**src/include/clock_sync_serial_pkg.sv**
```systemverilog
package clock_sync_serial_pkg;

  localparam int unsigned WORD_BITS = 8;
  localparam int unsigned ADR_W = 8;
  localparam int unsigned PRESCALE_W = 5;

  // Register byte addresses on the bus.
  localparam logic [7:0] CTRL_OFFSET = 8'h00;
  localparam logic [7:0] DIVIDER_OFFSET = 8'h04;
  localparam logic [7:0] SHIFT_OFFSET = 8'h08;
  localparam logic [7:0] STATUS_OFFSET = 8'h0C;
  localparam logic [7:0] MASK_OFFSET = 8'h10;
  localparam logic [7:0] PORT_OFFSET = 8'h14;

  // Field positions outside the control byte.
  localparam int unsigned STATUS_DONE_BIT = 0;
  localparam int unsigned STATUS_BUSY_BIT = 8;
  localparam int unsigned PORT_SOUT_BIT = 0;
  localparam int unsigned PORT_CLK_BIT = 1;
  localparam int unsigned PORT_SOUT_DRIVE_BIT = 4;
  localparam int unsigned PORT_CLK_DRIVE_BIT = 5;
  localparam int unsigned PORT_SIN_IN_BIT = 8;
  localparam int unsigned PORT_CLK_IN_BIT = 9;
  localparam int unsigned PORT_SOUT_IN_BIT = 10;

  // Count source selection codes.
  localparam logic [1:0] SRC_DIV1 = 2'h0;
  localparam logic [1:0] SRC_DIV2 = 2'h1;
  localparam logic [1:0] SRC_DIV8 = 2'h2;
  localparam logic [1:0] SRC_DIV32 = 2'h3;

  // Values after reset, and the bit count of the last bit.
  localparam logic [7:0] CTRL_RESET = 8'h00;
  localparam logic [7:0] DIVIDER_RESET = 8'h00;
  localparam logic [7:0] SHIFT_RESET = 8'h00;
  localparam logic [5:0] PORT_RESET = 6'h00;
  localparam logic [2:0] BIT_CNT_LAST = 3'h7;

  typedef struct packed {
    logic output_level_control_bit;
    logic clock_source_select;
    logic serial_enable;
    logic reserved;
    logic msb_first;
    logic clock_polarity_select;
    logic [1:0] count_source;
  } ctrl_t;

  typedef struct packed {
    logic level;
    logic oe_n;
  } pin_drive_t;

  typedef enum logic [1:0] {
    ST_IDLE = 2'b00,
    ST_SHIFT = 2'b01,
    ST_HOLD = 2'b11
  } xfer_state_t;

endpackage : clock_sync_serial_pkg

```
**src/logic/clock_sync_serial_io.sv**
```systemverilog
module clock_sync_serial_io (
  input wire logic clk_i,
  input wire logic rst_i,
  input wire logic [7:0] adr_i,
  input wire logic [31:0] dat_i,
  input wire logic [3:0] sel_i,
  input wire logic we_i,
  input wire logic cyc_i,
  input wire logic stb_i,
  output logic [31:0] dat_o,
  output logic ack_o,
  input wire logic serial_in_pin_i,
  input wire logic transfer_clock_pin_i,
  output logic transfer_clock_pin_o,
  output logic transfer_clock_pin_oe_n_o,
  input wire logic serial_out_pin_i,
  output logic serial_out_pin_o,
  output logic serial_out_pin_oe_n_o,
  output logic irq_o
);

  ////////////////////////////////////////////////////////////////////////////
  // Declarations.

  clock_sync_serial_pkg::ctrl_t ctrl_reg;
  logic [7:0] divider_reg;
  logic [7:0] shift_reg;
  logic status_done_reg;
  logic mask_reg;
  logic [5:0] port_reg;
  logic ack_reg;
  logic [31:0] rdata_reg;
  logic irq_reg;
  clock_sync_serial_pkg::xfer_state_t state_reg;
  clock_sync_serial_pkg::xfer_state_t state_next;
  logic [clock_sync_serial_pkg::PRESCALE_W-1:0] prescale_reg;
  logic [7:0] rate_cnt_reg;
  logic sclk_reg;
  logic [2:0] bit_cnt_reg;
  logic sout_reg;
  logic sout_drive_reg;
  logic ext_clk_q_reg;
  clock_sync_serial_pkg::pin_drive_t clk_pin_reg;
  clock_sync_serial_pkg::pin_drive_t sout_pin_reg;
  clock_sync_serial_pkg::pin_drive_t clk_pin_next;
  clock_sync_serial_pkg::pin_drive_t sout_pin_next;

  ////////////////////////////////////////////////////////////////////////////
  // Bus decode.

  wire bus_req = cyc_i && stb_i && !ack_reg;
  wire bus_wr = bus_req && we_i && sel_i[0];
  wire wr_ctrl = bus_wr && (adr_i == clock_sync_serial_pkg::CTRL_OFFSET);
  wire wr_divider = bus_wr && (adr_i == clock_sync_serial_pkg::DIVIDER_OFFSET);
  wire wr_shift = bus_wr && (adr_i == clock_sync_serial_pkg::SHIFT_OFFSET);
  wire wr_status = bus_wr && (adr_i == clock_sync_serial_pkg::STATUS_OFFSET);
  wire wr_mask = bus_wr && (adr_i == clock_sync_serial_pkg::MASK_OFFSET);
  wire wr_port = bus_wr && (adr_i == clock_sync_serial_pkg::PORT_OFFSET);

  ////////////////////////////////////////////////////////////////////////////
  // Transfer clock generation and edge classification.

  wire internal_clk = ctrl_reg.clock_source_select;
  wire pol = ctrl_reg.clock_polarity_select;
  wire idle_level = !pol;
  wire busy = (state_reg == clock_sync_serial_pkg::ST_SHIFT);

  logic src_tick;
  always_comb begin
    case (ctrl_reg.count_source)
      clock_sync_serial_pkg::SRC_DIV1: src_tick = 1'b1;
      clock_sync_serial_pkg::SRC_DIV2: src_tick = &prescale_reg[0:0];
      clock_sync_serial_pkg::SRC_DIV8: src_tick = &prescale_reg[2:0];
      clock_sync_serial_pkg::SRC_DIV32: src_tick = &prescale_reg;
      default: src_tick = 1'b0;
    endcase
  end

  // A half period is n+1 ticks of the count source, so a full period is 2(n+1).
  wire half_done = src_tick && (rate_cnt_reg == divider_reg);
  wire int_toggle = internal_clk && (state_reg != clock_sync_serial_pkg::ST_IDLE) && half_done;
  wire int_edge = int_toggle && busy;
  wire int_new_level = !sclk_reg;

  // The pin is taken as synchronous; one register marks its last level.
  wire ext_edge = !internal_clk && ctrl_reg.serial_enable &&
                  (transfer_clock_pin_i != ext_clk_q_reg);

  wire any_edge = int_edge || ext_edge;
  wire new_level = internal_clk ? int_new_level : transfer_clock_pin_i;
  // Leading edge leaves the idle level and drives data; trailing samples.
  wire leading_edge = any_edge && (new_level == pol);
  wire trailing_edge = any_edge && (new_level != pol);
  wire last_bit = (bit_cnt_reg == clock_sync_serial_pkg::BIT_CNT_LAST);
  wire xfer_done = trailing_edge && last_bit && busy;

  function automatic logic [7:0] shift_in(input logic [7:0] data, input logic bit_in,
                                          input logic msb_first);
    shift_in = msb_first ? {data[6:0], bit_in} : {bit_in, data[7:1]};
  endfunction : shift_in

  wire out_bit = ctrl_reg.msb_first ? shift_reg[7] : shift_reg[0];

  ////////////////////////////////////////////////////////////////////////////
  // Transfer sequencing.

  always_comb begin
    state_next = state_reg;
    case (state_reg)
      clock_sync_serial_pkg::ST_IDLE: begin
        if (wr_shift && ctrl_reg.serial_enable) begin
          state_next = clock_sync_serial_pkg::ST_SHIFT;
        end
      end
      clock_sync_serial_pkg::ST_SHIFT: begin
        if (!ctrl_reg.serial_enable) begin
          state_next = clock_sync_serial_pkg::ST_IDLE;
        end else if (wr_shift) begin
          state_next = clock_sync_serial_pkg::ST_SHIFT;
        end else if (xfer_done) begin
          state_next = internal_clk ? clock_sync_serial_pkg::ST_HOLD
                                    : clock_sync_serial_pkg::ST_IDLE;
        end
      end
      clock_sync_serial_pkg::ST_HOLD: begin
        if (wr_shift) begin
          state_next = clock_sync_serial_pkg::ST_SHIFT;
        end else if (half_done || !ctrl_reg.serial_enable) begin
          state_next = clock_sync_serial_pkg::ST_IDLE;
        end
      end
      default: state_next = clock_sync_serial_pkg::ST_IDLE;
    endcase
  end

  always_ff @(posedge clk_i) begin
    if (rst_i) begin
      state_reg <= clock_sync_serial_pkg::ST_IDLE;
    end else begin
      state_reg <= state_next;
    end
  end

  always_ff @(posedge clk_i) begin
    if (rst_i) begin
      prescale_reg <= '0;
    end else begin
      prescale_reg <= prescale_reg + 1'b1;
    end
  end

  always_ff @(posedge clk_i) begin
    if (rst_i || wr_shift || state_reg == clock_sync_serial_pkg::ST_IDLE) begin
      rate_cnt_reg <= 8'h00;
    end else if (half_done) begin
      rate_cnt_reg <= 8'h00;
    end else if (src_tick) begin
      rate_cnt_reg <= rate_cnt_reg + 8'h01;
    end
  end

  // The internal clock only toggles while shifting, so it rests at idle.
  always_ff @(posedge clk_i) begin
    if (rst_i) begin
      sclk_reg <= 1'b1;
    end else if (!busy || wr_shift) begin
      sclk_reg <= idle_level;
    end else if (int_edge) begin
      sclk_reg <= int_new_level;
    end
  end

  always_ff @(posedge clk_i) begin
    if (rst_i) begin
      ext_clk_q_reg <= 1'b0;
    end else begin
      ext_clk_q_reg <= transfer_clock_pin_i;
    end
  end

  always_ff @(posedge clk_i) begin
    if (rst_i || wr_shift) begin
      bit_cnt_reg <= 3'h0;
    end else if (trailing_edge) begin
      bit_cnt_reg <= bit_cnt_reg + 3'h1;
    end
  end

  always_ff @(posedge clk_i) begin
    if (rst_i) begin
      shift_reg <= clock_sync_serial_pkg::SHIFT_RESET;
    end else if (wr_shift) begin
      shift_reg <= dat_i[7:0];
    end else if (trailing_edge) begin
      // An external clock keeps shifting as long as pulses arrive.
      shift_reg <= shift_in(shift_reg, serial_in_pin_i, ctrl_reg.msb_first);
    end
  end

  // The output bit persists between bytes, keeping the last bit sent, until a control write with bit 6 clear loads bit 7.
  always_ff @(posedge clk_i) begin
    if (rst_i) begin
      sout_reg <= 1'b0;
    end else if (leading_edge) begin
      sout_reg <= out_bit;
    end else if (wr_ctrl && !busy && !dat_i[6]) begin
      sout_reg <= dat_i[7];
    end
  end

  always_ff @(posedge clk_i) begin
    if (rst_i || wr_shift || state_next == clock_sync_serial_pkg::ST_IDLE) begin
      sout_drive_reg <= 1'b0;
    end else if (leading_edge) begin
      sout_drive_reg <= 1'b1;
    end
  end

  ////////////////////////////////////////////////////////////////////////////
  // Pin roles.

  always_comb begin
    if (!ctrl_reg.serial_enable) begin
      clk_pin_next.level = port_reg[clock_sync_serial_pkg::PORT_CLK_BIT];
      clk_pin_next.oe_n = !port_reg[clock_sync_serial_pkg::PORT_CLK_DRIVE_BIT];
      sout_pin_next.level = port_reg[clock_sync_serial_pkg::PORT_SOUT_BIT];
      sout_pin_next.oe_n = !port_reg[clock_sync_serial_pkg::PORT_SOUT_DRIVE_BIT];
    end else if (internal_clk) begin
      clk_pin_next.level = sclk_reg;
      clk_pin_next.oe_n = 1'b0;
      sout_pin_next.level = sout_reg;
      sout_pin_next.oe_n = !sout_drive_reg;
    end else begin
      clk_pin_next.level = 1'b0;
      clk_pin_next.oe_n = 1'b1;
      sout_pin_next.level = sout_reg;
      sout_pin_next.oe_n = 1'b0;
    end
  end

  always_ff @(posedge clk_i) begin
    if (rst_i) begin
      clk_pin_reg <= '{level: 1'b0, oe_n: 1'b1};
      sout_pin_reg <= '{level: 1'b0, oe_n: 1'b1};
    end else begin
      clk_pin_reg <= clk_pin_next;
      sout_pin_reg <= sout_pin_next;
    end
  end

  ////////////////////////////////////////////////////////////////////////////
  // Registers and interrupt.

  always_ff @(posedge clk_i) begin
    if (rst_i) begin
      ctrl_reg <= clock_sync_serial_pkg::CTRL_RESET;
      divider_reg <= clock_sync_serial_pkg::DIVIDER_RESET;
      mask_reg <= 1'b0;
      port_reg <= clock_sync_serial_pkg::PORT_RESET;
    end else begin
      if (wr_ctrl) begin
        ctrl_reg <= dat_i[7:0];
      end
      if (wr_divider) begin
        divider_reg <= dat_i[7:0];
      end
      if (wr_mask) begin
        mask_reg <= dat_i[clock_sync_serial_pkg::STATUS_DONE_BIT];
      end
      if (wr_port) begin
        port_reg <= dat_i[5:0];
      end
    end
  end

  // A completion in the same cycle as a clearing write keeps the flag set.
  always_ff @(posedge clk_i) begin
    if (rst_i) begin
      status_done_reg <= 1'b0;
    end else if (xfer_done) begin
      status_done_reg <= 1'b1;
    end else if (wr_status && dat_i[clock_sync_serial_pkg::STATUS_DONE_BIT]) begin
      status_done_reg <= 1'b0;
    end
  end

  logic [31:0] rdata_next;
  always_comb begin
    rdata_next = 32'h0000_0000;
    case (adr_i)
      clock_sync_serial_pkg::CTRL_OFFSET: rdata_next[7:0] = ctrl_reg;
      clock_sync_serial_pkg::DIVIDER_OFFSET: rdata_next[7:0] = divider_reg;
      clock_sync_serial_pkg::SHIFT_OFFSET: rdata_next[7:0] = shift_reg;
      clock_sync_serial_pkg::STATUS_OFFSET: begin
        rdata_next[clock_sync_serial_pkg::STATUS_DONE_BIT] = status_done_reg;
        rdata_next[clock_sync_serial_pkg::STATUS_BUSY_BIT] = busy;
      end
      clock_sync_serial_pkg::MASK_OFFSET: rdata_next[0] = mask_reg;
      clock_sync_serial_pkg::PORT_OFFSET: begin
        rdata_next[5:0] = port_reg;
        rdata_next[clock_sync_serial_pkg::PORT_SIN_IN_BIT] = serial_in_pin_i;
        rdata_next[clock_sync_serial_pkg::PORT_CLK_IN_BIT] = transfer_clock_pin_i;
        rdata_next[clock_sync_serial_pkg::PORT_SOUT_IN_BIT] = serial_out_pin_i;
      end
      default: rdata_next = 32'h0000_0000;
    endcase
  end

  always_ff @(posedge clk_i) begin
    if (rst_i) begin
      ack_reg <= 1'b0;
      rdata_reg <= 32'h0000_0000;
      irq_reg <= 1'b0;
    end else begin
      ack_reg <= bus_req;
      rdata_reg <= bus_req ? rdata_next : 32'h0000_0000;
      irq_reg <= (status_done_reg || xfer_done) && mask_reg;
    end
  end

  assign dat_o = rdata_reg;
  assign ack_o = ack_reg;
  assign irq_o = irq_reg;
  assign transfer_clock_pin_o = clk_pin_reg.level;
  assign transfer_clock_pin_oe_n_o = clk_pin_reg.oe_n;
  assign serial_out_pin_o = sout_pin_reg.level;
  assign serial_out_pin_oe_n_o = sout_pin_reg.oe_n;

endmodule : clock_sync_serial_io

```
**config.mk**
```make
export PLATFORM = sky130hd
export DESIGN_NAME = clock_sync_serial_io
export DESIGN_NICKNAME = d
export VERILOG_FILES = /design/src/include/clock_sync_serial_pkg.sv /design/src/logic/clock_sync_serial_io.sv
export SDC_FILE = /design/constraint.sdc
export NUM_CORES = 1
export LEC_CHECK = 0
export BUFFER_PORTS_ARGS = -buffer_cell sky130_fd_sc_hd__buf_2
export CORE_UTILIZATION = 34
export DETAILED_ROUTE_END_ITERATION = 10
export GPL_TIMING_DRIVEN = 0
export PLACE_DENSITY = 0.56
export SYNTH_ARGS = -nofsm -noshare
export SYNTH_HDL_FRONTEND = slang
export SYNTH_SLANG_ARGS = --single-unit
```
**constraint.sdc**
```tcl
create_clock -name clk_i -period 3.2 [get_ports clk_i]
set_input_delay 0.32 -clock clk_i [delete_from_list [all_inputs] [get_ports clk_i]]
set_output_delay 0.32 -clock clk_i [all_outputs]
set_load 0.02 [all_outputs]
```
==> impl_metrics.env, run 1 <==
export IMPL_place_ws_ns=0.901
export IMPL_dpl_hpwl_um=6860
export IMPL_nets=516
export IMPL_layout_setup_ws_ns=0.933
export IMPL_dieArea_mm2=0.0110
export IMPL_rsz0062_at_grt="false"
export IMPL_tns_ns=0
export IMPL_firstDrtPassIters=5
export IMPL_synth_top_area_cell="dfxtp_1"
export IMPL_synth_top_area_frac=0.396
export IMPL_area_growth_pct=17.9
export IMPL_cts_sinks=71
export IMPL_leakagePower_nw=1.77
export IMPL_post_cts_buffers=0
export IMPL_timing_rr_start="prescale_reg[0]$_SDFF_PP0_"
export IMPL_largest_reg_flops=11
export IMPL_via_per_inst=4.95
export IMPL_cp_data_arrival_time_ns=2.55
export IMPL_postRouteAntennaNets=0
export IMPL_hp_class="primary input to flop"
export IMPL_synthTopCellsByArea="dfxtp_1 40%, mux2i_1 13%, buf_4 4.8%"
export IMPL_crit_chain="ha_1 > and3_1 > ha_1 > mux2i_1 > a21oi_1 > buf_2 > nand4_1 > a21oi_2 > mux2i_1"
export IMPL_slowest_delay_ns=0.38
export IMPL_min_period_ns=2.27
export IMPL_core_area_mm2=0.0103
export IMPL_antenna_cells=0
export IMPL_synth_seq_area_share=0.396
export IMPL_grt_max_degree=12
export IMPL_wl_um=9150
export IMPL_cts_root_buf="clkbuf_8"
export IMPL_avgSynthCellArea_um2=9.29
export IMPL_status="finished, final reports clean"
export IMPL_synth_edf_count=0
export IMPL_grt_ovfl_total=0
export IMPL_fin_util=0.411
export IMPL_clock_tree_htree_level_count=3
export IMPL_io_pins=90
export IMPL_post_cts_resized=0
export IMPL_place_congestion=0.830
export IMPL_fmax_ghz=0.441
export IMPL_endpoint_kind="flop"
export IMPL_worstSetupPathType="flop to flop"
export IMPL_hold_viol_final=0
export IMPL_reg2regPathDepth=9
export IMPL_r2r_end="bit_cnt_reg[2]$_SDFFE_PP0P_"
export IMPL_cp_max_fo=10
export IMPL_synth_most_common_cell="dfxtp_1"
export IMPL_grt_total_usage=0.178
export IMPL_cap_violations=0
export IMPL_io_buffers=41
export IMPL_synth_cells=386
export IMPL_holdPathEnd="dat_o[10]$_SDFF_PP0_"
export IMPL_insertion_delay_ns=0.35
export IMPL_clkTransAtPathRegs_ns=0.07
export IMPL_die_x_um=105
export IMPL_clock_skew_ns=0.0121
export IMPL_numCtsBuffers=9
export IMPL_fin_crit_sh=0.708
export IMPL_grt_pass1_vias=2729
export IMPL_synth_cell_types=58
export IMPL_regToRegSetupSlack_ns=0.93
export IMPL_cts_tree="built"
export IMPL_cp_slowest_cell="dfxtp_1"
export IMPL_ctsHoldBuffers=0
export IMPL_start_util=0.349
export IMPL_ys_top_cells_by_count="71 x dfxtp_1, 45 x mux2i_1, 43 x nor2_1"
export IMPL_vdd_drop_max_mv=0.194
export IMPL_powerDensity_mw_per_mm2=410
export IMPL_cts_max_path_buffers=2
export IMPL_drt_wirelength_per_cell_um=15.3
export IMPL_worstHoldPathCells=2
export IMPL_worstSetupStartpointType="flop"
export IMPL_drt_iter0_markers=230
export IMPL_grt_pass1_wl_um=14900
export IMPL_chipHeight_um=105
export IMPL_yosys_most_used_dff="dfxtp_1"
export IMPL_setup_viol=0
export IMPL_async_flop_share=0
export IMPL_power_total_mw=1.73
export IMPL_ys_warnings_count=0
export IMPL_layout_drive_gt1_share=0.229
export IMPL_required_ns=3.48
export IMPL_slew_viol_final=0
export IMPL_num_rows=37
export IMPL_synth_seq_cells=71
export IMPL_drc=0
export IMPL_worstMarginPinSlew_ns=0.702
export IMPL_maxSlewHeadroom=0.528
export IMPL_via_count=2963
export IMPL_antenna_found_initial=0
export IMPL_hp_start="serial_out_pin_i"
export IMPL_syn_area_mm2=0.00359
cell usage in the layout, fill, tap and decap left out, types with 6 or more instances in the layout:
master	n
clkbuf_8	10
ha_1	6
buf_2	49
clkbuf_1	7
a222oi_1	7
inv_1	8
buf_4	23
conb_1	21
a21oi_1	11
nor2b_1	8
nand2_1	42
mux2i_1	45
xor2_1	15
o211ai_1	9
nand4_1	8
nor2_1	43
nand3_1	6
and3_1	6
dfxtp_1	71
worst max-delay path by stage:
stage,start,end,slack (ns),cells past startpoint
2_1_floorplan,prescale_reg[0]$_SDFF_PP0_,shift_reg[0]$_SDFFE_PP0P_,1.29,9
3_3_place_gp,prescale_reg[0]$_SDFF_PP0_,bit_cnt_reg[0]$_SDFFE_PP0P_,0.97,9
3_5_place_dp,prescale_reg[0]$_SDFF_PP0_,bit_cnt_reg[2]$_SDFFE_PP0P_,0.90,9
4_1_cts,prescale_reg[0]$_SDFF_PP0_,bit_cnt_reg[2]$_SDFFE_PP0P_,0.90,9
5_1_grt,prescale_reg[0]$_SDFF_PP0_,bit_cnt_reg[1]$_SDFFE_PP0P_,0.73,9
6_report,prescale_reg[0]$_SDFF_PP0_,bit_cnt_reg[2]$_SDFFE_PP0P_,0.93,9
report_power, final:
| part | total (mW) | switching [mW] | internal [mW] |
|---|---|---|---|
| Combinational | 0.119 | 0.0762 | 0.0425 |
| Clock | 0.726 | 0.347 | 0.378 |
| Sequential | 0.890 | 0.00307 | 0.887 |
layout make-up:
cell class | count | area, um2
clock inverters | 4 | 45.0
flip-flops and latches | 71 | 1420
plain buffers | 41 | 265
well taps | 136 | 170
fillers | 1072 | 6050
repair buffers | 41 | 205
clock buffers | 12 | 145
inverters | 8 | 30.0
multi-input cells | 286 | 1950
per-layer routing:
metal / vias to the layer above / wire length [um] / track usage
met5: - / 0 / 0
met4: 0 / 117 / 0.0543
met3: 10 / 615 / 0.0374
met2: 97 / 4090 / 0.274
met1: 1389 / 4320 / 0.249
li1: 1467 / - / -
per-stage QoR:
| step | cell area [um2] | hold slack, ns | cells |
|---|---|---|---|
| 2_1_floorplan | 3660 | 0.424 | 406 |
| 3_3_place_gp | 4040 | 0.448 | 583 |
| 3_5_place_dp | 4040 | 0.458 | 583 |
| 4_1_cts | 4230 | 0.194 | 599 |
| 5_1_grt | 4230 | 0.200 | 599 |
| 6_report | 4230 | 0.201 | 599 |
worst max-delay path, delay by kind of cell (launching register included):
kind / cells / cell delay [ns]
buf+inv: 1 / 0.28
flops: 1 / 0.38
fa+ha+maj: 2 / 0.31
mux: 2 / 0.28
compound gates: 2 / 0.59
simple gates: 2 / 0.35
cell families (layout without fill, tap and decap cells):
group           Yosys count  after routing  share of synthesized area
compound gates           51             51                      0.118
xor+xnor                 18             18                     0.0440
fa+ha+maj                 6              6                     0.0209
buf+inv                  49            106                     0.0823
flops                    71             71                      0.396
mux                      46             46                      0.129
other cells               1             21                    0.00105
simple gates            144            144                      0.209
Power figures use the tool's default switching activity.
==> run 2: changes to the inputs <==
Settings changed: PLACE_DENSITY 0.56 to 0.58.
Clock period 3.2 ns to 2 ns, I/O delays scaled along.
==> impl_metrics.env, run 2 (synthesized netlist as in run 1, its figures left out) <==
export IMPL_status="finished, final reports clean"
export IMPL_instances_no_fill=604
export IMPL_layout_setup_ws_ns=0.0134
export IMPL_leakagePower_nw=1.81
export IMPL_insertion_delay_ns=0.35
export IMPL_maxSlewHeadroom=0.534
export IMPL_postRouteAntennaNets=0
export IMPL_cts_root_buf="clkbuf_8"
export IMPL_via_per_inst=4.95
export IMPL_layout_common_cells="69 x dfxtp_1, 48 x buf_2, 44 x mux2i_1, 43 x nor2_1, 42 x nand2_1"
export IMPL_wl_um=9280
export IMPL_dp_cells=583
export IMPL_regToRegSetupSlack_ns=0.01
export IMPL_setup_viol=0
export IMPL_dpl_hpwl_um=6860
export IMPL_cp_top_family="compound AO/OA/AOI/OAI gates"
export IMPL_crit_chain="ha_4 > and3_4 > ha_4 > mux2i_2 > a21oi_2 > buf_6 > nand4_1 > a21oi_4 > mux2i_1"
export IMPL_worstSetupStartpointType="flop"
export IMPL_clkTransAtPathRegs_ns=0.08
export IMPL_cap_violations=0
export IMPL_num_rows=37
export IMPL_place_ws_ns=-0.225
export IMPL_cts_tree="built"
export IMPL_min_period_ns=1.99
export IMPL_fin_crit_sh=0.993
export IMPL_worstPathBufferInverterCount=1
export IMPL_endpoint_kind="flop"
export IMPL_fmax_ghz=0.503
export IMPL_hp_class="primary input to flop"
export IMPL_io_buffers=41
export IMPL_met3_length_um=485
export IMPL_wl_met1_um=4440
export IMPL_place_congestion=0.875
export IMPL_nets=521
export IMPL_die_x_um=105
export IMPL_chipHeight_um=105
export IMPL_start_util=0.349
export IMPL_core_area_mm2=0.0103
export IMPL_dieArea_mm2=0.0110
export IMPL_via_count=2987
export IMPL_grt_total_usage=0.178
export IMPL_grt_ovfl_total=0
export IMPL_worstMarginPinSlew_ns=0.693
export IMPL_cp_slowest_cell="dfxtp_2"
export IMPL_ctsHoldBuffers=0
export IMPL_antenna_cells=0
export IMPL_drc=0
export IMPL_tns_ns=0
export IMPL_clock_tree_htree_level_count=3
export IMPL_required_ns=2.28
export IMPL_fillCellCount=1040
export IMPL_drt_wirelength_per_cell_um=15.4
export IMPL_antenna_found_initial=0
export IMPL_met2WireLength_um=4240
export IMPL_io_pins=90
export IMPL_slowest_delay_ns=0.35
export IMPL_slew_viol_final=0
export IMPL_grt_max_degree=13
export IMPL_cp_max_fo=3
export IMPL_vdd_drop_max_mv=0.393
export IMPL_area_growth_pct=21.7
export IMPL_layout_drive_gt1_share=0.256
export IMPL_firstDrtPassIters=4
export IMPL_clock_skew_ns=0.00774
export IMPL_powerDensity_mw_per_mm2=670
export IMPL_hold_viol_final=0
export IMPL_rsz0062_at_grt="true"
export IMPL_final_common_cell="dfxtp_1"
export IMPL_grt_pass1_wl_um=14800
export IMPL_drt_iter0_markers=207
export IMPL_largest_reg_flops=11
export IMPL_numCtsBuffers=9
export IMPL_cts_max_path_buffers=2
export IMPL_cts_sinks=71
export IMPL_worstSetupPathType="flop to flop"
export IMPL_cpMostUsedCell="ha_4"
export IMPL_grt_pass1_vias=2828
export IMPL_top_layer="met4"
export IMPL_cp_data_arrival_time_ns=2.27
[run 2: changes by cell type in the layout (fill, tap and decap cells not counted), sizes merged]
cell / change
buf: +5
bufinv: +1
clkbuf: -1
clkinv: -1
clkinvlp: +1
[run 2: layer usage]
| layer | vias to the layer above | global-route usage |
|---|---|---|
| li1 | 1480 | - |
| met1 | 1418 | 0.241 |
| met2 | 81 | 0.280 |
| met3 | 8 | 0.0312 |
| met4 | 0 | 0.0694 |
| met5 | - | 0 |
[run 2: worst reg2reg max path, cell delays in order (launching register included)]
cell     delay [ns]
dfxtp_2        0.35
ha_4           0.13
and3_4         0.19
ha_4           0.12
mux2i_2        0.06
a21oi_2        0.22
buf_6          0.13
nand4_1        0.21
a21oi_4        0.29
mux2i_1        0.21
[run 2: final cells by class]
| type | instances | area, um2 | share of cell area |
|---|---|---|---|
| flip-flops and latches | 71 | 1420 | 0.326 |
| clock buffers | 11 | 141 | 0.0324 |
| multi-input cells | 286 | 1990 | 0.456 |
| repair buffers | 47 | 263 | 0.0602 |
| clock inverters | 5 | 81.3 | 0.0186 |
| plain buffers | 40 | 264 | 0.0605 |
| well taps | 136 | 170 | 0.0390 |
| inverters | 8 | 30.0 | 0.00688 |
[run 2: what timing repair did]
action | 4_1_cts | 5_1_grt
hold endpoints to repair | 0 | 0
pin swaps | 4 | 3
resized for setup | 7 | 7
setup endpoints to repair | 25 | 17
setup buffers | 3 | 3
[run 2: metrics by stage]
| step | utilization | instance area [um2] | power [mW] | hold WS, ns |
|---|---|---|---|---|
| after floorplan | - | 3660 | 1.58 | 0.308 |
| after global placement | 0.393 | 4040 | 1.65 | 0.429 |
| after detailed placement | 0.393 | 4040 | 1.65 | 0.433 |
| after CTS | 0.419 | 4310 | 2.94 | 0.0609 |
| after global routing | 0.425 | 4370 | 3.06 | 0.0573 |
| final | 0.425 | 4370 | 2.93 | 0.0723 |
[run 2: final timing paths]
path	startpoint	end	depth (start not counted)
max	prescale_reg[1]$_SDFF_PP0_	bit_cnt_reg[0]$_SDFFE_PP0P_	9
min	serial_out_pin_i	dat_o[10]$_SDFF_PP0_	2
max reg2reg	prescale_reg[1]$_SDFF_PP0_	bit_cnt_reg[0]$_SDFFE_PP0P_	9
min reg2reg	mask_reg$_SDFFE_PP0P_	irq_o$_SDFF_PP0_	2
[run 2: power breakdown]
group	internal [mW]	total [mW]	switching, mW
clock	0.737	1.30	0.563
sequential	1.42	1.43	0.00558
combinational	0.0741	0.202	0.128
total	2.23	2.93	0.696
